[config.mk]
export PLATFORM = sky130hd
export DESIGN_NAME = see_engine
export DESIGN_NICKNAME = d
export VERILOG_FILES = /design/src/shared/see_pkg.sv /design/src/design/see_engine.sv
export SDC_FILE = /design/constraint.sdc
export NUM_CORES = 2
export LEC_CHECK = 0
export BUFFER_PORTS_ARGS = -buffer_cell sky130_fd_sc_hd__clkbuf_2
export CELL_PAD_IN_SITES_DETAIL_PLACEMENT = 0
export CELL_PAD_IN_SITES_GLOBAL_PLACEMENT = 1
export CORE_MARGIN = 4
export CORE_UTILIZATION = 55
export DETAILED_ROUTE_END_ITERATION = 8
export HOLD_SLACK_MARGIN = 0.03
export PLACE_DENSITY_LB_ADDON = 0.1
export SYNTH_ARGS = -nofsm -noshare
export SYNTH_HDL_FRONTEND = slang
export SYNTH_SLANG_ARGS = --single-unit
[constraint.sdc]
create_clock -name clock_i -period 6.15 [get_ports clock_i]
set_clock_uncertainty 0.2 [all_clocks]
set_input_delay 0 -clock clock_i [delete_from_list [all_inputs] [get_ports clock_i]]
set_output_delay 0 -clock clock_i [all_outputs]
set_load 0.005 [all_outputs]
[src/shared/see_pkg.sv]
// shared constants and types of the serial eeprom command engine
package see_pkg;
  // instruction opcodes after the start bit
  localparam logic [1:0] OP_EXT = 2'h0;
  localparam logic [1:0] OP_WRITE = 2'h1;
  localparam logic [1:0] OP_READ = 2'h2;
  localparam logic [1:0] OP_ERASE = 2'h3;
  // top two address-field bits under OP_EXT
  localparam logic [1:0] EXT_DISABLE = 2'h0;
  localparam logic [1:0] EXT_WRITE_ALL = 2'h1;
  localparam logic [1:0] EXT_ERASE_ALL = 2'h2;
  localparam logic [1:0] EXT_ENABLE = 2'h3;
  // array geometry: 128 words of 16 bits, or 256 bytes
  localparam int unsigned WORDS = 128;
  localparam logic [4:0] DW_X16 = 5'h10;
  localparam logic [4:0] DW_X8 = 5'h08;
  localparam logic [15:0] ERASED_WORD = 16'hffff;
  localparam int unsigned ADDR_W16_DEF = 8;
  // timing: clock period and self-timed program cycle
  localparam int unsigned CLK_PERIOD_NS = 50;
  localparam int unsigned PROG_TIME_MS = 5;
  // longest time, so rounded down
  localparam int unsigned PROG_CYCLES_DEF =
    (PROG_TIME_MS * 1000000) / CLK_PERIOD_NS;
  // reset values
  localparam logic WEL_RESET = 1'b0;
  localparam logic OE_N_RESET = 1'b1;
  // decoder states
  typedef enum logic [2:0] {
    ST_IDLE = 3'b000,
    ST_HDR = 3'b001,
    ST_DATA = 3'b010,
    ST_READ = 3'b011,
    ST_DONE = 3'b100
  } see_state_e;
  // self-timed operations
  typedef enum logic [1:0] {
    ENG_WRITE = 2'b00,
    ENG_ERASE = 2'b01,
    ENG_ERASE_ALL = 2'b10,
    ENG_WRITE_ALL = 2'b11
  } see_eng_e;
endpackage

[src/design/see_engine.sv]
// command decoder, read streamer and self-timed program engine
`timescale 1ns/100ps
module see_engine
  import see_pkg::*;
#(
  parameter int unsigned ADDR_W16 = ADDR_W16_DEF,
  parameter int unsigned PROG_CYCLES = PROG_CYCLES_DEF
) (
  // clock and reset
  input wire logic clock_i,
  input wire logic rst_n_i,
  // serial pins from the host
  input wire logic chip_select_i,
  input wire logic serial_clock_i,
  input wire logic serial_in_i,
  input wire logic word_organization_select_i,
  // serial output pin, enable active low
  output logic serial_out_o,
  output logic serial_out_oe_n_o,
  // status
  output logic busy_o
);
  localparam int CNT_W = $clog2(PROG_CYCLES + 1);

  // refuse address widths and program cycles the engine cannot serve
  if (ADDR_W16 < 7 || ADDR_W16 > 8) begin : g_bad_addr
    $error("address width must be 7 or 8");
  end
  if (PROG_CYCLES <= WORDS + 8) begin : g_bad_prog
    $error("program cycle too short to walk the array");
  end

  see_state_e state, next_state;
  logic [4:0] bit_cnt, next_bit_cnt;
  logic [1:0] op, next_op;
  logic [8:0] addr, next_addr;
  logic [15:0] data_sr, next_data_sr;
  logic armed, next_armed;
  see_eng_e arm_op, next_arm_op;
  logic wel, next_wel;
  logic stat_show, next_stat_show;
  logic [8:0] fa, next_fa;
  logic [15:0] sh_word, next_sh_word;
  logic [4:0] sh_cnt, next_sh_cnt;
  logic sh_need, next_sh_need;
  logic next_out, next_oe_n;
  logic cs_q, sk_q;
  logic busy, next_busy;
  logic [CNT_W-1:0] ecnt, next_ecnt;
  see_eng_e e_op, next_e_op;
  logic [8:0] e_addr, next_e_addr;
  logic [15:0] e_data, next_e_data;
  logic [15:0] fifo_mem [2];
  logic wp, rp, next_wp, next_rp;
  logic [1:0] fcnt, next_fcnt;
  logic push, pop, flush, eng_start, write_disable_cmd_hit;
  logic [15:0] mem [WORDS];
  logic mem_we;
  logic [1:0] mem_be;
  logic [6:0] mem_idx;
  logic [15:0] mem_wdata;
  logic x16, sk_rise, cs_fall;
  logic [4:0] aw, dw;
  logic [8:0] a_nx;
  logic [1:0] ext;
  logic [15:0] fetch_word;

  // pins are synchronous to clock_i, so edges come from one stored copy
  assign x16 = word_organization_select_i;
  assign sk_rise = serial_clock_i & ~sk_q;
  assign cs_fall = ~chip_select_i & cs_q;
  assign aw = x16 ? 5'(ADDR_W16) : 5'(ADDR_W16 + 1);
  assign dw = x16 ? DW_X16 : DW_X8;
  assign a_nx = {addr[7:0], serial_in_i};
  assign ext = x16 ? a_nx[ADDR_W16-1 -: 2] : a_nx[ADDR_W16 -: 2];
  // even byte address is the high byte of a word; data left-aligned
  assign fetch_word = x16 ? mem[fa[6:0]] :
    (fa[0] ? {mem[fa[7:1]][7:0], 8'h00} : {mem[fa[7:1]][15:8], 8'h00});

  // decoder, read streamer and two-entry read buffer
  always_comb begin
    next_state = state;
    next_bit_cnt = bit_cnt;
    next_op = op;
    next_addr = addr;
    next_data_sr = data_sr;
    next_armed = armed;
    next_arm_op = arm_op;
    next_wel = wel;
    next_stat_show = stat_show;
    next_fa = fa;
    next_sh_word = sh_word;
    next_sh_cnt = sh_cnt;
    next_sh_need = sh_need;
    next_out = serial_out_o;
    next_oe_n = serial_out_oe_n_o;
    next_wp = wp;
    next_rp = rp;
    next_fcnt = fcnt;
    // back-pressure: fetching stalls while both entries are full
    push = (state == ST_READ) && (fcnt != 2'h2);
    pop = 1'b0;
    flush = 1'b0;
    eng_start = 1'b0;
    write_disable_cmd_hit = 1'b0;
    // ready status while selected after a cycle
    if (chip_select_i && stat_show) begin
      next_oe_n = 1'b0;
      next_out = ~busy;
    end
    if (!chip_select_i) begin
      next_state = ST_IDLE;
      next_bit_cnt = 5'h00;
      next_oe_n = 1'b1;
      next_out = 1'b0;
      flush = 1'b1;
      next_armed = 1'b0;
      if (cs_fall && armed && !busy) begin
        eng_start = 1'b1;
      end
    end else if (sk_rise && !busy) begin
      unique case (state)
        // wait for the one start bit
        ST_IDLE: begin
          if (serial_in_i) begin
            next_state = ST_HDR;
            next_bit_cnt = 5'h00;
            next_stat_show = 1'b0;
            next_oe_n = 1'b1;
          end
        end
        ST_HDR: begin
          next_bit_cnt = bit_cnt + 5'h01;
          if (bit_cnt < 5'h02) begin
            next_op = {op[0], serial_in_i};
          end else begin
            next_addr = a_nx;
          end
          if (bit_cnt == aw + 5'h01) begin
            next_bit_cnt = 5'h00;
            next_state = ST_DONE;
            unique case (op)
              OP_READ: begin
                next_state = ST_READ;
                next_fa = x16 ? {2'h0, a_nx[6:0]} : {1'h0, a_nx[7:0]};
                // leave high impedance with the dummy zero
                next_out = 1'b0;
                next_oe_n = 1'b0;
                next_sh_need = 1'b1;
                flush = 1'b1;
              end
              OP_WRITE: begin
                next_state = ST_DATA;
                next_arm_op = ENG_WRITE;
              end
              // single erase, only with the latch set
              OP_ERASE: begin
                next_armed = wel;
                next_arm_op = ENG_ERASE;
              end
              default: begin
                unique case (ext)
                  EXT_ENABLE: next_wel = 1'b1;
                  EXT_DISABLE: begin
                    next_wel = 1'b0;
                    write_disable_cmd_hit = 1'b1;
                  end
                  EXT_ERASE_ALL: begin
                    next_armed = wel;
                    next_arm_op = ENG_ERASE_ALL;
                  end
                  // write all takes a data word
                  default: begin
                    next_state = ST_DATA;
                    next_arm_op = ENG_WRITE_ALL;
                  end
                endcase
              end
            endcase
          end
        end
        ST_DATA: begin
          next_data_sr = {data_sr[14:0], serial_in_i};
          next_bit_cnt = bit_cnt + 5'h01;
          // armed only with the latch set
          if (bit_cnt == dw - 5'h01) begin
            next_armed = wel;
            next_state = ST_DONE;
          end
        end
        // one output bit per rising serial clock
        ST_READ: begin
          // next word follows the last bit, no dummy
          if (sh_need || sh_cnt == 5'h00) begin
            next_out = fifo_mem[rp][15];
            next_sh_word = {fifo_mem[rp][14:0], 1'b0};
            next_sh_cnt = dw - 5'h01;
            next_sh_need = 1'b0;
            pop = (fcnt != 2'h0);
          end else begin
            next_out = sh_word[15];
            next_sh_word = {sh_word[14:0], 1'b0};
            next_sh_cnt = sh_cnt - 5'h01;
          end
        end
        ST_DONE: begin
          next_state = ST_DONE;
        end
        default: next_state = ST_IDLE;
      endcase
    end
    if (eng_start) begin
      next_stat_show = 1'b1;
    end
    // fetch address walks up and wraps to zero
    if (flush) begin
      next_wp = 1'b0;
      next_rp = 1'b0;
      next_fcnt = 2'h0;
    end else begin
      if (push) begin
        next_wp = ~wp;
        next_fa = x16 ? {2'h0, fa[6:0] + 7'h01} : {1'h0, fa[7:0] + 8'h01};
      end
      if (pop) begin
        next_rp = ~rp;
      end
      next_fcnt = fcnt + {1'b0, push} - {1'b0, pop};
    end
  end

  // self-timed engine: walks all words once, then waits out the cycle
  always_comb begin
    next_busy = busy;
    next_ecnt = ecnt;
    next_e_op = e_op;
    next_e_addr = e_addr;
    next_e_data = e_data;
    mem_we = 1'b0;
    mem_be = 2'h3;
    mem_idx = ecnt[6:0];
    mem_wdata = ERASED_WORD;
    if (eng_start) begin
      next_busy = 1'b1;
      next_ecnt = '0;
      next_e_op = arm_op;
      next_e_addr = addr;
      next_e_data = data_sr;
    end else if (busy) begin
      next_ecnt = ecnt + CNT_W'(1);
      if (ecnt < CNT_W'(WORDS)) begin
        mem_we = (e_op == ENG_ERASE_ALL) || (e_op == ENG_WRITE_ALL) ||
          (mem_idx == (x16 ? e_addr[6:0] : e_addr[7:1]));
        if (!x16 && (e_op == ENG_WRITE || e_op == ENG_ERASE)) begin
          mem_be = e_addr[0] ? 2'h1 : 2'h2;
        end
        // a write replaces the lane whole, no erase needed
        if (e_op == ENG_WRITE || e_op == ENG_WRITE_ALL) begin
          mem_wdata = x16 ? e_data : {e_data[7:0], e_data[7:0]};
        end
      end
      // done inside the program cycle time
      if (ecnt == CNT_W'(PROG_CYCLES - 1)) begin
        next_busy = 1'b0;
      end
    end
  end

  // array and buffer storage, no reset: contents survive like cells
  always_ff @(posedge clock_i) begin
    if (mem_we && mem_be[1]) begin
      mem[mem_idx][15:8] <= mem_wdata[15:8];
    end
    if (mem_we && mem_be[0]) begin
      mem[mem_idx][7:0] <= mem_wdata[7:0];
    end
    if (push) begin
      fifo_mem[wp] <= fetch_word;
    end
  end

  // control registers; reset stands for power-up
  always_ff @(posedge clock_i or negedge rst_n_i) begin
    if (!rst_n_i) begin
      state <= ST_IDLE;
      bit_cnt <= 5'h00;
      op <= 2'h0;
      addr <= 9'h000;
      data_sr <= 16'h0000;
      armed <= 1'b0;
      arm_op <= ENG_WRITE;
      wel <= WEL_RESET;
      stat_show <= 1'b0;
      fa <= 9'h000;
      sh_word <= 16'h0000;
      sh_cnt <= 5'h00;
      sh_need <= 1'b0;
      serial_out_o <= 1'b0;
      serial_out_oe_n_o <= OE_N_RESET;
      cs_q <= 1'b0;
      sk_q <= 1'b0;
      busy <= 1'b0;
      busy_o <= 1'b0;
      ecnt <= '0;
      e_op <= ENG_WRITE;
      e_addr <= 9'h000;
      e_data <= 16'h0000;
      wp <= 1'b0;
      rp <= 1'b0;
      fcnt <= 2'h0;
    end else begin
      state <= next_state;
      bit_cnt <= next_bit_cnt;
      op <= next_op;
      addr <= next_addr;
      data_sr <= next_data_sr;
      armed <= next_armed;
      arm_op <= next_arm_op;
      // only a disable command or reset clears it
      wel <= next_wel;
      stat_show <= next_stat_show;
      fa <= next_fa;
      sh_word <= next_sh_word;
      sh_cnt <= next_sh_cnt;
      sh_need <= next_sh_need;
      serial_out_o <= next_out;
      serial_out_oe_n_o <= next_oe_n;
      cs_q <= chip_select_i;
      sk_q <= serial_clock_i;
      busy <= next_busy;
      busy_o <= next_busy;
      ecnt <= next_ecnt;
      e_op <= next_e_op;
      e_addr <= next_e_addr;
      e_data <= next_e_data;
      wp <= next_wp;
      rp <= next_rp;
      fcnt <= next_fcnt;
    end
  end
endmodule // see_engine

==> out/qor.csv <==
metric,value,unit
netlist_top_cells_area,"edfxtp_1, mux4_2, mux2i_1",
syn_inst,6420,
ys_types,82,
area_delta_synth_final,9.23,%
p_int,23900,uW
ys_top_cells_by_count,"edfxtp_1, mux4_2, mux2i_1",
holdPathStages,6,
io_pins,9,
rsz0062_at_grt,no,
drt_iter0_markers,9010,
finalHoldViolCount,0,
crit_type,flop to flop,
yosys.area.top_type_share,59.3,%
io_buffers,8,
dieArea,198000,um^2
cts.sinks,2200,
syn_area,105000,um^2
cp-end-kind,flop,
wl,319000,um
cts.hold.buffers_added,13,
die_height,445,um
outcome,"complete, but fails checks",
rows,160,
worstMarginPinSlew,1.46,ns
drc,0,
worst_setup_path_start_kind,flop,
synth_ff_type,edfxtp_1,
synth-seq-area-share,62.2,%
r2r_slack,0.73,ns
drive_gt1_share,22.2,%
cts_tree,built,
cts_root_buf,clkbuf_16,
syn_area_per_cell,16.4,um^2
vias,64100,
grt_antenna_before_repair,9,
post-synth-top-count-cell,edfxtp_1,
final_nets,6385,
seqPwrFrac,53.8,%
finalSetupViolations,0,
max-vdd-ir-drop,0.243,mV
ys_seq_elements,2200,
coreArea,190000,um^2
cts_buffers,226,
cp.arrival,5.79,ns
clk_latency,0.87,ns
ant_nets,0,
clockBufferDepth,3,
routabilityCongestion,0.909,
first_pass_iters,6,
min_path_type,input port to flop,
synth_fp_nets,6446,
synth_edf_count,2080,
p_comb_share,1.1,%
track_usage,32.2,%
grt_pass1_wl,456000,um
violations,max-capacitance violations,
dp_hpwl,205000,um
htree_levels,4,
wl_per_cell,35.2,um
fmax,184,MHz
synth_area_leader_cell,edfxtp_1,
cts_resized,0,
power_frac_clock,45.1,%
ys_warn_count,0,
swShare,20.4,%
worst_slew_margin_rel,2.21,%
leakagePower,0.0342,uW
die_w,445,um
fin_crit_sh,88.2,%
via_per_inst,7.06,
max-cap-violations,1,
required,6.51,ns
worstPathMaxFanout,48,
finalCriticalPeriod,5.42,ns
clk_pin_slew_worst_paths,0.06,ns
gr-total-overflow,0,
r2r_cells,8,
grt_pass1_vias,61800,
dp.cells,8629,
powerDensity,261,nW/um^2
async_flop_share,5.45,%
layout.cells.non_filler,9069,
start_util,55.4,%
fin_tns_setup,0,ns
post_cts_buffers,0,
drv_slew,0,
p_sw,6120,uW
grt_max_degree,118,
-- registers in the layout (all words and copies together), names as in the netlist, 3 cells and up --
name,cells
addr,8
state,3
ecnt,17
fifo_mem,32
sh_word,15
mem,2048
data_sr,16
sh_cnt,5
bit_cnt,5
fa,8
e_addr,8
e_data,16
-- path summary, 6_finish.rpt --
check	from	to
max	fa[1]$_DFF_PN0_	fifo_mem[1][11]$_DFFE_PP_
min	serial_in_i	bit_cnt[1]$_DFFE_PN0P_
max reg2reg	fa[1]$_DFF_PN0_	fifo_mem[1][11]$_DFFE_PP_
min reg2reg	e_data[8]$_DFFE_PN0P_	e_data[8]$_DFFE_PN0P_
max in group asynchronous	rst_n_i	fa[5]$_DFF_PN0_
min in group asynchronous	rst_n_i	bit_cnt[0]$_DFFE_PN0P_
-- cells in the final DEF (no fill, tap or decap), drive strengths merged, types with 26 or more instances in the layout --
cell type | Yosys | layout
clkinv | 2 | 111
nor2b | 33 | 33
a21oi | 246 | 246
inv | 62 | 67
edfxtp | 2080 | 2080
nand4 | 47 | 47
nor2 | 364 | 364
o22ai | 26 | 26
nand2 | 345 | 345
buf | 324 | 188
a32oi | 65 | 65
o211ai | 66 | 66
dfrtp | 119 | 119
clkbuf | 172 | 291
nand3 | 200 | 200
o2111ai | 34 | 34
nand2b | 68 | 68
a22oi | 168 | 168
mux4 | 775 | 775
o21ai | 236 | 236
mux2 | 114 | 114
mux2i | 564 | 564
a31oi | 29 | 29
nor3 | 28 | 28
-- through the flow --
| step | setup WS [ns] | utilization, % | area, um^2 | total power (uW) | hold slack (ns) |
|---|---|---|---|---|---|
| 2_1_floorplan | 2.10 | - | 105000 | 16600 | -0.496 |
| 3_3_place_gp | 0.815 | 56.6 | 108000 | 16800 | -0.0993 |
| 3_5_place_dp | 0.817 | 56.6 | 108000 | 16800 | -0.0992 |
| 4_1_cts | 0.775 | 60.5 | 115000 | 30100 | 0.0566 |
| 5_1_grt | 0.707 | 60.5 | 115000 | 30800 | 0.158 |
| 6_report | 0.728 | 60.5 | 115000 | 30000 | 0.132 |
-- routing by layer --
metal,vias to the layer above,routed length (um),track usage [%]
met5,-,38,0
met4,6,11700,10.5
met3,553,36400,8.14
met2,3644,140000,46.3
met1,33600,131000,48.6
li1,26200,-,-
-- worst max-delay path: stages, from the launching register on --
cell	delay, ns
dfrtp_4	1.14
buf_4	0.62
mux4_2	0.62
mux2i_1	0.19
o22ai_1	0.17
a211o_1	0.46
a2111oi_1	1.23
buf_4	0.30
a311oi_1	0.07
-- cell families after synthesis --
| family | share of synthesized area, % |
|---|---|
| DFF | 62.2 |
| muxes | 23.2 |
| and+or+nand+nor | 4.96 |
| AOI/OAI and AO/OA | 6.34 |
| buffers and inverters | 2.97 |
| adders and majority gates | 0.238 |
| xor gates and xnor gates | 0.141 |
-- cell type report --
type | instances | area, um^2
fill | 14100 | 75200
tap | 2511 | 3140
sequential | 2200 | 65500
clock buffer | 284 | 5910
antenna | 2 | 5.00
inverter | 64 | 258
clock inverter | 141 | 1350
timing repair buffer | 207 | 1950
multi-input combinational | 3660 | 36900
-- power groups by stage --
stage	combinational [uW]	clock, uW	sequential [uW]
6_report	321	13500	16200
5_1_grt	334	14300	16100
4_1_cts	314	13700	16200
3_5_place_dp	303	0	16500
3_3_place_gp	302	0	16500
2_1_floorplan	175	0	16500
No activity file was read; power rests on OpenSTA's default activity.
